===== src/inc/sref_params.svh =====
// Register offsets, field positions and reset values of the serial receive-error flag block.
`ifndef SREF_PARAMS_SVH
`define SREF_PARAMS_SVH

// ----------------------------------------
// Register byte offsets
// ----------------------------------------
`define SREF_ADDR_CTRL     8'h00
`define SREF_ADDR_STATUS   8'h04
`define SREF_ADDR_RXDATA   8'h08
`define SREF_ADDR_IRQ_STAT 8'h0C
`define SREF_ADDR_IRQ_CLR  8'h10
`define SREF_ADDR_IRQ_EN   8'h14

// ----------------------------------------
// Control register field positions
// ----------------------------------------
`define SREF_CTRL_RX_ON    0
`define SREF_CTRL_TX_ON    1
`define SREF_CTRL_SYNC     2
`define SREF_CTRL_PAR_EN   3
`define SREF_CTRL_PAR_ODD  4
`define SREF_CTRL_TWO_STOP 5

// ----------------------------------------
// Status register field positions
// ----------------------------------------
`define SREF_STAT_FULL     6
`define SREF_STAT_FRAME    4
`define SREF_STAT_PARITY   3
`define SREF_STAT_TXDONE   2

// ----------------------------------------
// Interrupt status field positions
// ----------------------------------------
`define SREF_IRQ_FULL      0
`define SREF_IRQ_FRAME     1
`define SREF_IRQ_PARITY    2

// ----------------------------------------
// Reset values
// ----------------------------------------
`define SREF_RST_CTRL      6'h00
`define SREF_RST_TXDONE    1'b1
`define SREF_RST_FAULT     1'b0
`define SREF_RST_IRQ       3'h0

`endif


===== src/inc/sref_pkg.sv =====
// Types shared by the serial receive-error flag block.
package sref_pkg;

  // Control register contents.
  typedef struct packed {
    logic two_stop;
    logic parity_odd;
    logic parity_en;
    logic sync_mode;
    logic transmitter_on_bit;
    logic receiver_on_bit;
  } sref_ctrl_type;

  // Flags of the serial status register.
  typedef struct packed {
    logic rx_buffer_full_flag;
    logic framing_fault_flag;
    logic parity_fault_flag;
    logic tx_done_flag;
  } sref_flags_type;

endpackage


===== src/inc/sref_chk_if.sv =====
// Interface that carries one received character to the checker and its verdict back.
`timescale 1ns/1ps
interface sref_chk_if;
  logic       char_valid;
  logic [7:0] char_data;
  logic       stop_first;
  logic       stop_second;
  logic       parity_bit;
  logic       async_mode;
  logic       parity_en;
  logic       parity_odd;
  logic       done;
  logic [7:0] data_q;
  logic       framing_bad;
  logic       parity_bad;

  // The top feeds a character and reads the verdict.
  modport feed (output char_valid, char_data, stop_first, stop_second, parity_bit,
                output async_mode, parity_en, parity_odd,
                input done, data_q, framing_bad, parity_bad);
  // The checker judges a character.
  modport judge (input char_valid, char_data, stop_first, stop_second, parity_bit,
                 input async_mode, parity_en, parity_odd,
                 output done, data_q, framing_bad, parity_bad);
endinterface


===== src/design/sref_frame_check.sv =====
// Checker that judges the stop and parity bits of one received character.
`timescale 1ns/1ps
`include "sref_params.svh"
module sref_frame_check (
  // Clock and reset.
  input wire logic clk,
  input wire logic reset,
  // Character in, verdict out.
  sref_chk_if.judge chk
);
  import sref_pkg::*;

  logic       done_q,   done_d;
  logic [7:0] data_q,   data_d;
  logic       frame_q,  frame_d;
  logic       parity_q, parity_d;

  // Returns one when the parity bit does not match the chosen sense.
  function automatic logic parity_mismatch(input logic [7:0] d, input logic p, input logic odd);
    parity_mismatch = ((^d) ^ p) != odd;
  endfunction

  // Only the first stop bit decides a framing fault; the second one is never looked at.
  always_comb begin
    done_d   = chk.char_valid;
    data_d   = chk.char_valid ? chk.char_data : data_q;
    frame_d  = chk.char_valid & chk.async_mode & ~chk.stop_first; // RL1 RL2
    parity_d = chk.char_valid & chk.async_mode & chk.parity_en &
               parity_mismatch(chk.char_data, chk.parity_bit, chk.parity_odd); // RL8
  end

  // Verdict registers.
  always_ff @(posedge clk) begin
    if (reset) begin
      done_q   <= 1'b0;
      data_q   <= 8'h00;
      frame_q  <= 1'b0;
      parity_q <= 1'b0;
    end else begin
      done_q   <= done_d;
      data_q   <= data_d;
      frame_q  <= frame_d;
      parity_q <= parity_d;
    end
  end

  assign chk.done        = done_q;
  assign chk.data_q      = data_q;
  assign chk.framing_bad = frame_q;
  assign chk.parity_bad  = parity_q;
endmodule


===== src/design/sref_top.sv =====
// Receive-error and transmit-done status logic of the serial port, with its register slave.
//
// Notes on behaviour
// RL1 - Stop bit sampled 0 sets framing fault.
// RL2 - Two stop bits: check only the first.
// RL3 - Framing fault: load character, no full flag.
// RL4 - Framing fault pending stops further reception.
// RL5 - Synchronous mode: error also stops transmission.
// RL6 - Framing fault clears by zero after one.
// RL7 - Receiver off keeps framing fault.
// RL8 - Parity mismatch sets parity fault; the code checks parity in asynchronous mode only.
// RL9 - Parity fault: load character, no full flag.
// RL10 - Parity fault pending stops further reception.
// RL11 - Parity fault clears by zero after one.
// RL12 - Receiver off keeps parity fault.
// RL13 - Transmitter off holds transmit done set.
// RL14 - Transmit done read-only, resets to one.
// RL15 - Writing one to fault flags does nothing.
// RL16 - Normal end sets receive full flag.
// RL17 - Clear uses flag value seen at read.
//
// Design decisions made here: the address-and-strobe port and the register offsets.
`timescale 1ns/1ps
`include "sref_params.svh"
module sref_top (
  // Clock and reset.
  input  wire logic                   clk,
  input  wire logic                   reset,
  // Register port.
  input  wire logic [7:0]             addr,
  input  wire logic [7:0]             wdata,
  input  wire logic                   wr,
  input  wire logic                   rd,
  output logic [7:0]                  rdata,
  // Character from the receive shift register.
  input  wire logic                   rx_char_valid,
  input  wire logic [7:0]             rx_char_data,
  input  wire logic                   rx_stop_first,
  input  wire logic                   rx_stop_second,
  input  wire logic                   rx_parity_bit,
  // Transmitter handshake.
  input  wire logic                   tx_char_start,
  // Status towards the shifters.
  output logic                        rx_hold,
  output logic                        tx_hold,
  output sref_pkg::sref_flags_type    flags,
  output logic [7:0]                  rx_holding_reg,
  // Interrupt.
  output logic                        irq
);
  import sref_pkg::*;

  // ----------------------------------------
  // Register state
  // ----------------------------------------
  sref_ctrl_type  ctrl_q,   ctrl_d;
  sref_flags_type flags_q,  flags_d;
  sref_flags_type seen_q,   seen_d;
  logic [7:0]     hold_q,   hold_d;
  logic [2:0]     istat_q,  istat_d;
  logic [2:0]     ien_q,    ien_d;
  logic [7:0]     rdata_q,  rdata_d;

  logic           accept;
  logic           fault_any;
  logic           good_char;
  logic           status_wr;
  logic           status_rd;
  logic           tx_go;

  sref_chk_if chk ();

  // ----------------------------------------
  // Character checker
  // ----------------------------------------
  sref_frame_check u_check (
    .clk   (clk),
    .reset (reset),
    .chk   (chk)
  );

  // A character is taken only while the receiver is on and no fault is pending.
  assign accept = rx_char_valid & ctrl_q.receiver_on_bit & ~rx_hold; // RL4 RL10
  assign chk.char_valid  = accept;
  assign chk.char_data   = rx_char_data;
  assign chk.stop_first  = rx_stop_first;
  assign chk.stop_second = rx_stop_second;
  assign chk.parity_bit  = rx_parity_bit;
  assign chk.async_mode  = ~ctrl_q.sync_mode;
  assign chk.parity_en   = ctrl_q.parity_en;
  assign chk.parity_odd  = ctrl_q.parity_odd;

  // Verdict decoding.
  assign fault_any = chk.framing_bad | chk.parity_bad;
  assign good_char = chk.done & ~fault_any;

  // Bus decode.
  assign status_wr = wr & (addr == `SREF_ADDR_STATUS);
  assign status_rd = rd & (addr == `SREF_ADDR_STATUS);

  // Receive errors hold both directions in synchronous mode.
  assign rx_hold = flags_q.framing_fault_flag | flags_q.parity_fault_flag; // RL4 RL10
  assign tx_hold = ctrl_q.sync_mode & rx_hold; // RL5
  assign tx_go   = tx_char_start & ctrl_q.transmitter_on_bit & ~tx_hold; // RL5

  // Clear-after-read: returns the flag after a write, with a new set winning.
  function automatic logic flag_next(input logic cur, input logic set, input logic seen,
                                     input logic wr_bit, input logic do_wr);
    logic clr;
    clr       = do_wr & ~wr_bit & seen; // RL6 RL11 RL15 RL17
    flag_next = set | (cur & ~clr);
  endfunction

  // ----------------------------------------
  // Next-state logic
  // ----------------------------------------
  always_comb begin
    ctrl_d  = ctrl_q;
    seen_d  = seen_q;
    hold_d  = hold_q;
    ien_d   = ien_q;
    rdata_d = 8'h00;
    // Control register write.
    if (wr && addr == `SREF_ADDR_CTRL) begin
      ctrl_d = sref_ctrl_type'(wdata[5:0]);
    end
    if (wr && addr == `SREF_ADDR_IRQ_EN) begin
      ien_d = wdata[2:0];
    end
    // Snapshot of the flags at each status read.
    if (status_rd) begin
      seen_d = flags_q; // RL17
    end
    // Holding register takes every judged character, faulty or not.
    if (chk.done) begin
      hold_d = chk.data_q; // RL3 RL9
    end
    // Receiver off leaves the flags alone; they change only by events and writes.
    flags_d.framing_fault_flag = flag_next(flags_q.framing_fault_flag, chk.framing_bad, // RL1 RL7
                                           seen_q.framing_fault_flag,
                                           wdata[`SREF_STAT_FRAME], status_wr);
    flags_d.parity_fault_flag  = flag_next(flags_q.parity_fault_flag, chk.parity_bad, // RL8 RL12
                                           seen_q.parity_fault_flag,
                                           wdata[`SREF_STAT_PARITY], status_wr);
    flags_d.rx_buffer_full_flag = flag_next(flags_q.rx_buffer_full_flag, good_char, // RL16 RL3 RL9
                                            seen_q.rx_buffer_full_flag,
                                            wdata[`SREF_STAT_FULL], status_wr);
    // Transmit done is read-only: set while transmitter off, cleared by a start.
    flags_d.tx_done_flag = ~ctrl_q.transmitter_on_bit | (flags_q.tx_done_flag & ~tx_go); // RL13 RL14
    // Interrupt status: sticky, write one to clear, set wins.
    istat_d = istat_q;
    if (wr && addr == `SREF_ADDR_IRQ_CLR) begin
      istat_d = istat_q & ~wdata[2:0];
    end
    istat_d[`SREF_IRQ_FULL]   = istat_d[`SREF_IRQ_FULL] | good_char;
    istat_d[`SREF_IRQ_FRAME]  = istat_d[`SREF_IRQ_FRAME] | chk.framing_bad;
    istat_d[`SREF_IRQ_PARITY] = istat_d[`SREF_IRQ_PARITY] | chk.parity_bad;
    // Read data for the next cycle.
    if (rd) begin
      case (addr)
        `SREF_ADDR_CTRL: begin
          rdata_d = {2'b00, ctrl_q};
        end
        `SREF_ADDR_STATUS: begin
          rdata_d = {1'b0, flags_q.rx_buffer_full_flag, 1'b0, flags_q.framing_fault_flag,
                     flags_q.parity_fault_flag, flags_q.tx_done_flag, 2'b00};
        end
        `SREF_ADDR_RXDATA: begin
          rdata_d = hold_q;
        end
        `SREF_ADDR_IRQ_STAT: begin
          rdata_d = {5'h00, istat_q};
        end
        `SREF_ADDR_IRQ_EN: begin
          rdata_d = {5'h00, ien_q};
        end
        default: begin
          rdata_d = 8'h00;
        end
      endcase
    end
  end

  // ----------------------------------------
  // Registers
  // ----------------------------------------
  always_ff @(posedge clk) begin
    if (reset) begin
      ctrl_q  <= sref_ctrl_type'(`SREF_RST_CTRL);
      flags_q <= {`SREF_RST_FAULT, `SREF_RST_FAULT, `SREF_RST_FAULT, `SREF_RST_TXDONE}; // RL14
      seen_q  <= 4'h0;
      hold_q  <= 8'h00;
      istat_q <= `SREF_RST_IRQ;
      ien_q   <= `SREF_RST_IRQ;
      rdata_q <= 8'h00;
    end else begin
      ctrl_q  <= ctrl_d;
      flags_q <= flags_d;
      seen_q  <= seen_d;
      hold_q  <= hold_d;
      istat_q <= istat_d;
      ien_q   <= ien_d;
      rdata_q <= rdata_d;
    end
  end

  // Outputs.
  assign rdata          = rdata_q;
  assign flags          = flags_q;
  assign rx_holding_reg = hold_q;
  assign irq            = |(istat_q & ien_q);
endmodule


===== config.mk =====
export PLATFORM = sky130hd
export DESIGN_NAME = sref_top
export DESIGN_NICKNAME = d
export VERILOG_FILES = /design/src/inc/sref_pkg.sv /design/src/inc/sref_chk_if.sv /design/src/design/sref_frame_check.sv /design/src/design/sref_top.sv
export VERILOG_INCLUDE_DIRS = /design/src /design/src/inc
export SDC_FILE = /design/constraint.sdc
export NUM_CORES = 1
export LEC_CHECK = 0
export BUFFER_PORTS_ARGS = -buffer_cell sky130_fd_sc_hd__buf_2
export CAP_MARGIN = 30
export CORE_ASPECT_RATIO = 0.5
export CORE_MARGIN = 2
export CORE_UTILIZATION = 56
export DETAILED_ROUTE_END_ITERATION = 10
export HOLD_SLACK_MARGIN = 0.02
export PLACE_DENSITY = 0.84
export SYNTH_ARGS = -nofsm -noshare
export SYNTH_HDL_FRONTEND = slang
export SYNTH_HIERARCHICAL = 1
export SYNTH_SLANG_ARGS = --single-unit

===== constraint.sdc =====
create_clock -name clk -period 3.3 [get_ports clk]
set_input_delay 0 -clock clk [delete_from_list [all_inputs] [get_ports clk]]
set_output_delay 0 -clock clk [all_outputs]
set_load 0.05 [all_outputs]

==> results of run 1 <==
[critical path: stages (launching register included)]
cell	delay (ns)
dfxtp_1	0.36
or2_2	0.32
nor2_1	0.71
nor2b_1	0.32
nand3_1	0.12
nor2_1	0.10
[worst min-delay path by stage]
stage	startpoint	endpoint	slack [ns]	cells past startpoint
2_1_floorplan	rx_stop_first	u_check/chk.framing_bad	0.07	1
3_3_place_gp	rx_stop_first	u_check/chk.framing_bad	0.16	2
3_5_place_dp	rx_stop_first	u_check/chk.framing_bad	0.16	2
4_1_cts	addr[1]	rdata[7]	0.06	4
5_1_grt	addr[1]	rdata[7]	0.09	4
6_report	addr[1]	rdata[7]	0.07	4
[metrics by stage]
stage	instance area (um^2)	setup slack, ns
3_5_place_dp	2410	1.38
6_report	2660	1.32
5_1_grt	2660	1.18
4_1_cts	2660	1.35
3_3_place_gp	2410	1.46
2_1_floorplan	2130	1.51
[cell type report]
type | count | area (um^2)
multi-input cells | 157 | 1120
inverters | 7 | 26.3
repair buffers | 71 | 440
clock buffers | 5 | 68.8
clock inverters | 3 | 21.3
fillers | 282 | 868
flip-flops and latches | 46 | 921
well taps | 51 | 63.8
[cell usage after synthesis (4+ instances only)]
master	count
dfxtp_1	46
mux2i_1	25
nor2_1	21
nand2b_1	20
a21oi_1	15
clkbuf_1	12
inv_1	7
mux2_2	6
nand2_1	6
o31ai_1	6
xnor2_1	6
nand3_1	5
nand4_1	5
nand3b_1	4
nand4b_1	4
[power by group through the flow]
stage          combinational, uW  sequential [uW]  clock [uW]
5_1_grt                      108              555         368
4_1_cts                     98.5              555         349
3_3_place_gp                82.2              568           0
2_1_floorplan               51.2              568           0
3_5_place_dp                83.8              568           0
6_report                     100              555         344
[cells by family after synthesis]
kind of cell | Yosys count | synth area share [%]
compound gates | 32 | 9.63
simple gates | 86 | 24.0
buf+inv | 22 | 4.29
mux | 31 | 14.9
xor+xnor | 8 | 3.93
flops | 46 | 43.2
[routing by layer]
metal  global-route usage [%]  wire, um  part of all wire, %  vias to the layer above
met4                     10.3        72                  1.4                        0
met1                     33.0      2370                   45                      888
met5                        0         0                    0                        -
li1                         -         -                    -                      922
met3                     6.77       343                  6.6                       10
met2                     43.7      2450                   47                       74
[repair_timing]
action,4_1_cts,5_1_grt
hold buffers,16,0
hold endpoints to repair,19,0
buffers inserted,0,0
==> reports/qor.yml, run 1 <==
status: "completed"
yosysTopAreaCellShare_pct: 43.2
n_antenna_cell: 0
maxCapViolCount: 0
worst_setup_path_end_kind: "flip-flop"
rows: 15
synth_warnings: 6
power.switching_uw: 244
pwr-share-clk_pct: 34.4
rsz0062_at_grt: "false"
cts_tree: "done"
drive_above_1_share_pct: 25.3
finalSetupViolations: 0
ctsResizeCount: 0
die_x_um: 91.2
cts_buffer_depth: 2
synth.largest_area_cell: "dfxtp_1"
io_buffers: 53
vdd_drop_max_v: 0.000182
netlist_area_um2: 2130
synthTopCellsByArea: "dfxtp_1, mux2i_1, nand2b_1, nor2_1, a21oi_1"
cp.required_ns: 3.55
synth-seq-cells: 46
dieArea_um2: 4340
coreArea_um2: 3530
p_leak_uw: 0.00104
internal_power_uw: 756
clockRootBuffer: "clkbuf_8"
detail-route-antenna-nets: 0
via_per_inst: 5.57
synth_edf_count: 0
r2r_cells: 5
clk_pin_slew_ns: 0.09
cts_made_buffers: 5
hpwl_um: 3780
r2r_setup_slack_ns: 1.32
syn_to_final_growth_pct: 24.8
dpl.cell_count: 316
fin_util_pct: 75.4
crit_end: "u_check/chk.parity_bad"
die_height_um: 47.6
hold_viol: 0
antenna_found_initial: 0
yosysUniqueCellTypes: 40
synth_seq_area_share_pct: 43.2
synth_area_per_cell_um2: 9.47
arrival_ns: 2.23
grt_pass1_wl_um: 8290
relSlewSlack_pct: 38.6
swShare_pct: 24.4
final_cell_mix: "buf_2, dfxtp_1, mux2i_1"
r2r-end: "u_check/chk.parity_bad"
min_period_ns: 1.98
grt_use_total_pct: 25.7
cp_max_fo: 9
ys.flop_type: "dfxtp_1"
hold_ws_ns: 0.0670
power.share.combinational_pct: 10.0
drc: 0
drt_wl_total_um: 5230
power_uw: 999
syn-num-nets: 258
seqPwrFrac_pct: 55.5
drt-wirelength-per-cell_um: 15.4
gp_congestion: 0.929
ios: 56
dr.first_iter.drc_count: 117
post-route-period-util_pct: 60.0
ctsHtreeMaxLevel: 2
clk_latency_ns: 0.30
fin_worst_skew_ns: 0.00281
grt_max_degree: 43
overflow: 0
firstDrtPassIters: 5
timing.fmax_ghz: 0.505
syn_inst: 225
power.density_nw_per_um2: 376
first_global_vias: 1701
final_common_cell: "buf_2"
start_util_pct: 60.4
final_max_slew_viol_count: 0
clock-sinks: 46
nets: 321
min_path_type: "input port to flip-flop"
crit_type: "flip-flop to flip-flop"
vias: 1894
worstReg2RegStart: "flags[1]"
critPathLaunchType: "flip-flop"
startpoint: "flags[1]"
tns_ns: 0
synthArstFlopShare_pct: 0
worstMarginPinSlew_ns: 0.918
layout.cells.non_filler: 340
(Power assumes the default switching activity.)
==> run 2, diff against run 1 <==
ABC_AREA = 1   (was unset)
CORE_UTILIZATION = 47   (was 56)
PLACE_DENSITY = 0.75   (was 0.84)
clock period = 1.8 ns   (was 3.3 ns; I/O delays follow)
==> run 2 against run 1 <==
- synthesized cell count is 36% higher
- design area hardly changed
- sequential power is 84% higher
- critical path depth is 2 higher
- global-route usage is 4.2 points lower
- sequential cell count stayed put
- register-to-register slack worse by 0.85 ns
- clock power is 83% higher
- non-clock buffer count is 2 lower
- via count is 14% higher
- clock skew is 0.0056 ns higher
- area after synthesis is 1.2% lower
- largest power group unchanged
==> reports/qor.yml, run 2 <==
status: "completed"  # unchanged
cp.required_ns: 2.03  # was 3.55 ns
relSlewSlack_pct: 74.3  # was 38.6%
tns_ns: 0  # unchanged
syn_to_final_growth_pct: 26.5  # was 24.8%
clockRootBuffer: "clkbuf_8"  # unchanged
drive_above_1_share_pct: 22.4  # was 25.3%
yosysUniqueCellTypes: 24  # was 40
maxCapViolCount: 0  # unchanged
die_height_um: 51.3  # was 47.6 um
fin_util_pct: 61.1  # was 75.4%
hpwl_um: 3980  # was 3780 um
dpl.cell_count: 413  # was 316
internal_power_uw: 1370  # was 756 uW
post-route-period-util_pct: 74.1  # was 60.0%
p_leak_uw: 0.00130  # was 0.00104 uW
worst_setup_path_end_kind: "flip-flop"  # unchanged
crit_type: "flip-flop to flip-flop"  # unchanged
netlist_area_um2: 2100  # was 2130 um^2
vdd_drop_max_v: 0.000274  # was 0.000182 V
drc: 0  # unchanged
n_antenna_cell: 0  # unchanged
yosys-top-cells-count: "nor2_1, nand2_1, dfxtp_1"  # was dfxtp_1, mux2i_1, nor2_1
min_path_type: "input port to flip-flop"  # unchanged
first_global_vias: 2002  # was 1,701
synth_seq_area_share_pct: 43.8  # was 43.2%
ios: 56  # unchanged
clock-sinks: 46  # unchanged
rsz0062_at_grt: "false"  # unchanged
clk_pin_slew_ns: 0.08  # was 0.09 ns
grt_max_degree: 20  # was 43
ctsHtreeMaxLevel: 2  # unchanged
syn_inst: 307  # was 225
dieArea_um2: 5060  # was 4340 um^2
overflow: 0  # unchanged
rows: 17  # was 15
synth.largest_area_cell: "dfxtp_1"  # unchanged
worstMarginPinSlew_ns: 0.384  # was 0.918 ns
synthArstFlopShare_pct: 0  # unchanged
drt_wl_total_um: 5210  # was 5230 um
critPathLaunchType: "flip-flop"  # unchanged
power.density_nw_per_um2: 686  # was 376 nW/um^2
cts_tree: "done"  # unchanged
via_per_inst: 4.95  # was 5.57
cts_buffer_depth: 2  # unchanged
final_common_cell: "nor2_1"  # was buf_2
dr.first_iter.drc_count: 163  # was 117
hold_viol: 0  # unchanged
firstDrtPassIters: 4  # was 5
synth_area_per_cell_um2: 6.86  # was 9.47 um^2
grt_pass1_wl_um: 8720  # was 8290 um
syn-num-nets: 340  # was 258
finalSetupViolations: 0  # unchanged
synth_warnings: 6  # unchanged
power_uw: 1830  # was 999 uW
pwr-share-clk_pct: 34.5  # was 34.4%
arrival_ns: 1.57  # was 2.23 ns
synthMostInstantiatedCell: "nor2_1"  # was dfxtp_1
dpl_worst_slack_ns: 0.507  # was 1.38 ns
cp_max_fo: 5  # was 9
timing.fmax_ghz: 0.750  # was 0.505 GHz
io_buffers: 53  # unchanged
min_period_ns: 1.33  # was 1.98 ns
synth_edf_count: 0  # unchanged
cts_made_buffers: 5  # unchanged
layout.cells.non_filler: 436  # was 340
seqPwrFrac_pct: 55.8  # was 55.5%
cts_setup_buffers: 0  # unchanged
final_cell_mix: "nor2_1, nand2_1, buf_2"  # was buf_2, dfxtp_1, mux2i_1
grt_use_total_pct: 21.6  # was 25.7%
detail-route-antenna-nets: 0  # unchanged
ys.flop_type: "dfxtp_1"  # unchanged
swShare_pct: 24.9  # was 24.4%
power.share.combinational_pct: 9.7  # was 10.0%
nets: 411  # was 321
synthTopCellsByArea: "dfxtp_1, nor2_1, nand2_1, nand3_1, inv_1"  # was dfxtp_1, mux2i_1, nand2b_1, nor2_1, a21oi_1
nFillCells: 408  # was 282
finalWorstSetupSlack_ns: 0.466  # was 1.32 ns
yosysTopAreaCellShare_pct: 43.8  # was 43.2%
gp_congestion: 0.855  # was 0.929
start_util_pct: 48.3  # was 60.4%
drt-wirelength-per-cell_um: 11.9  # was 15.4 um
die_x_um: 98.6  # was 91.2 um
coreArea_um2: 4360  # was 3530 um^2
fin_worst_skew_ns: 0.00841  # was 0.00281 ns
vias: 2159  # was 1,894
antenna_found_initial: 0  # unchanged
final_max_slew_viol_count: 0  # unchanged
synth-seq-cells: 46  # unchanged
power.switching_uw: 454  # was 244 uW
clk_latency_ns: 0.30  # about the same
## run 2: changes by cell type in the layout (fill, tap and decap cells not counted), moves of 6 or more
cell      change
o21ai_0       +9
inv_2         +7
inv_1        +24
o31ai_1       -6
mux2_2        -6
mux2i_1      -25
nand3_1      +21
o21ai_1      +18
nand2_1      +55
nand2b_1     -20
nor2_1       +43
## run 2: worst paths after layout
kind / depth (start not counted) / end / slack, ns / start
max: 7 / u_check/chk.parity_bad / 0.47 / flags[1]
min: 2 / flags[1] / 0.03 / reset
max reg2reg: 7 / u_check/chk.parity_bad / 0.47 / flags[1]
min reg2reg: 1 / flags[0] / 0.44 / ctrl_q[1]
## run 2: cell type report
cell class | instances | area [um^2] | area share [%]
clock inverter | 3 | 23.8 | 0.893
multi-input combinational | 217 | 1010 | 37.8
clock buffer | 5 | 68.8 | 2.58
inverter | 39 | 148 | 5.55
sequential | 46 | 922 | 34.6
timing repair buffer | 69 | 423 | 15.9
tap | 57 | 71.3 | 2.68
## run 2: metrics by stage
stage                     hold slack (ns)  area [um^2]
after detailed placement            0.160         2420
after CTS                          0.0230         2660
after global placement              0.164         2420
after floorplan                    0.0716         2110
after global routing               0.0535         2660
final                              0.0337         2660
## run 2: metal layers
metal / global-route usage [%] / part of all wire, % / vias to the layer above
li1: - / - / 1106
met1: 28.4 / 43 / 957
met2: 36.6 / 47 / 84
met3: 4.38 / 7.8 / 12
met4: 5.94 / 1.9 / 0
met5: 0 / 0 / -
## run 2: logic make-up after synthesis
family	count (synthesis)	share of synthesized area [%]
AOI/OAI and AO/OA	48	11.6
and+or+nand+nor	166	35.0
xor gates and xnor gates	3	1.25
buffers and inverters	44	8.44
DFF	46	43.8
## run 2: what timing repair did
item                      in CTS  in global routing
hold buffers                  15                  0
gates resized for setup        0                  0
hold endpoints to repair      18                  0
## run 2: power groups by stage
stage | logic [uW] | clock network, uW | registers (uW)
final | 177 | 630 | 1020
after detailed placement | 151 | 0 | 1040
after floorplan | 85.2 | 0 | 1040
after global routing | 199 | 682 | 1020
after CTS | 176 | 639 | 1020
after global placement | 145 | 0 | 1040
## run 2: worst max-delay path, cell delays in order (launching register included)
cell and delay (ns):
dfxtp_2 0.35, nor2_1 0.19, inv_1 0.09, nor2_1 0.18, inv_1 0.10, nor2_1 0.17
nand3_1 0.11, a21oi_2 0.10
==> run 3, diff against run 2 <==
CORE_UTILIZATION = 52   (was 47)
PLACE_DENSITY = 0.79   (was 0.75)
clock period = 1.25 ns   (was 1.8 ns; I/O delays follow)
==> run 3 against run 2 <==
- critical path type is now flip-flop to primary output
- core utilization rose by 8.7 points
- design area up 1.7%
- non-clock buffer count increased by 1
- sequential share of layout area down 0.36 points
==> reports/qor.yml, run 3 (synthesis results as in run 2) <==
status: "completed"  # unchanged
coreArea_um2: 3880  # was 4360 um^2
cp.required_ns: 1.25  # was 2.03 ns
drc: 0  # unchanged
worstReg2RegStart: "flags[1]"  # unchanged
fin_util_pct: 69.7  # was 61.1%
first_global_vias: 1987  # was 2,002
dr.first_iter.drc_count: 150  # was 163
nets: 412  # was 411
r2r_setup_slack_ns: 0.13  # was 0.47 ns
timing.fmax_ghz: 0.864
cts_tree: "done"  # unchanged
finalWorstSetupSlack_ns: 0.0931  # was 0.466 ns
tns_ns: 0  # unchanged
fin_area_um2: 2710  # was 2660 um^2
vdd_drop_max_v: 0.000445  # was 0.000274 V
n_antenna_cell: 0  # unchanged
antenna_found_initial: 0  # unchanged
clk_latency_ns: 0.30  # about the same
cp_max_fo: 4  # was 5
drive_above_1_share_pct: 23.9  # was 22.4%
whs_path_depth: 4  # was 2
dieArea_um2: 4600  # was 5060 um^2
r2r-end: "u_check/chk.data_q[5]"  # was u_check/chk.parity_bad
worstMarginPinSlew_ns: 0.340  # was 0.384 ns
regArea_um2: 928  # was 922 um^2
dpl_worst_slack_ns: 0.123  # was 0.507 ns
detail-route-antenna-nets: 0  # unchanged
maxCapViolCount: 0  # unchanged
post-route-period-util_pct: 92.6
hpwl_um: 3930  # was 3980 um
grt_max_degree: 20  # unchanged
r2r_cells: 6  # was 7
critPathLaunchType: "flip-flop"  # unchanged
final_max_slew_viol_count: 0  # unchanged
crit_type: "flip-flop to primary output"  # was flip-flop to flip-flop
firstDrtPassIters: 4  # unchanged
via_per_inst: 4.93  # was 4.95
clockRootBuffer: "clkbuf_8"  # unchanged
cts_made_buffers: 5  # unchanged
nFillCells: 327  # was 408
io_buffers: 53  # unchanged
overflow: 0  # unchanged
die_x_um: 94.0  # was 98.6 um
vias: 2139  # was 2,159
gp_congestion: 0.872  # was 0.855
p_leak_uw: 0.00133  # was 0.00130 uW
arrival_ns: 1.16  # was 1.57 ns
placed_cell_area_um2: 2450  # was 2420 um^2
grt_use_total_pct: 23.9  # was 21.6%
fin_worst_skew_ns: 0.00386  # was 0.00841 ns
rows: 16  # was 17
relSlewSlack_pct: 77.3  # was 74.3%
final_cell_mix: "nor2_1, nand2_1, buf_2"  # unchanged
clock-sinks: 46  # unchanged
rsz0062_at_grt: "false"  # unchanged
min_path_type: "input port to flip-flop"  # unchanged
hold_start: "tx_char_start"  # was reset
drt-wirelength-per-cell_um: 12.0  # was 11.9 um
cts_setup_buffers: 0  # unchanged
drt_wl_total_um: 5190  # was 5210 um
die_height_um: 49.0  # was 51.3 um
multi_input_area_um2: 1020  # was 1010 um^2
grt_pass1_wl_um: 8590  # was 8720 um
start_util_pct: 54.2  # was 48.3%
holdPathEnd: "flags[0]"  # was flags[1]
syn_to_final_growth_pct: 28.7  # was 26.5%
power.density_nw_per_um2: 1030  # was 686 nW/um^2
clk_pin_slew_ns: 0.08  # about the same
hold_viol: 0  # unchanged
min_period_ns: 1.16
ios: 56  # unchanged
ctsHtreeMaxLevel: 2  # unchanged
worst_setup_path_end_kind: "primary output"  # was flip-flop
finalSetupViolations: 0  # unchanged
cts_buffer_depth: 2  # unchanged
==> run 3: metrics by stage <==
step / hold slack [ns] / instances / power [uW]
5_1_grt: 0.0538 / 434 / 2890
4_1_cts: 0.0365 / 434 / 2800
3_5_place_dp: 0.161 / 411 / 1710
6_report: 0.0440 / 434 / 2790
3_3_place_gp: 0.158 / 411 / 1700
2_1_floorplan: 0.0716 / 307 / 1620
==> run 3: layout make-up <==
cell class / count / share of cell area (%)
timing repair buffer: 70 / 15.9
multi-input combinational: 217 / 37.8
clock buffer: 5 / 2.54
tap: 54 / 2.49
inverter: 39 / 5.54
sequential: 46 / 34.3
clock inverter: 3 / 1.48
==> run 3: power by group <==
part           switching [uW]  leakage (uW)  internal, uW
clock network             486     0.0000579           588
logic                     145      0.000898           111
registers                1.05      0.000372          1460
total                     632       0.00133          2160
==> run 3: worst max path at each step <==
stage               slack, ns                      to  startpoint
finish                   0.09                 tx_hold   ctrl_q[2]
global route            0.009   u_check/chk.data_q[1]    flags[1]
CTS                       0.1                 tx_hold   ctrl_q[2]
detailed placement       0.12  u_check/chk.parity_bad    flags[1]
global placement         0.18  u_check/chk.parity_bad    flags[1]
floorplan                0.04  u_check/chk.parity_bad    flags[1]
==> run 3: critical path, stage by stage, from the launching register on <==
cell	delay, ns
dfxtp_1	0.36
inv_1	0.10
nor2_1	0.12
buf_2	0.27
==> run 3: routing by layer <==
layer  wire length [um]  track usage (%)  vias up
met5                  0                0        -
met4                 88             7.49        0
met3                343             5.41       11
met2               2440             40.4       64
met1               2320             30.6      961
li1                   -                -     1103
==> run 3: timing repair <==
item | in CTS | in global routing
endpoints found under the hold margin | 19 | 0
endpoints found under the setup margin | 0 | 1
hold buffers | 15 | 0
gates resized for setup | 0 | 1
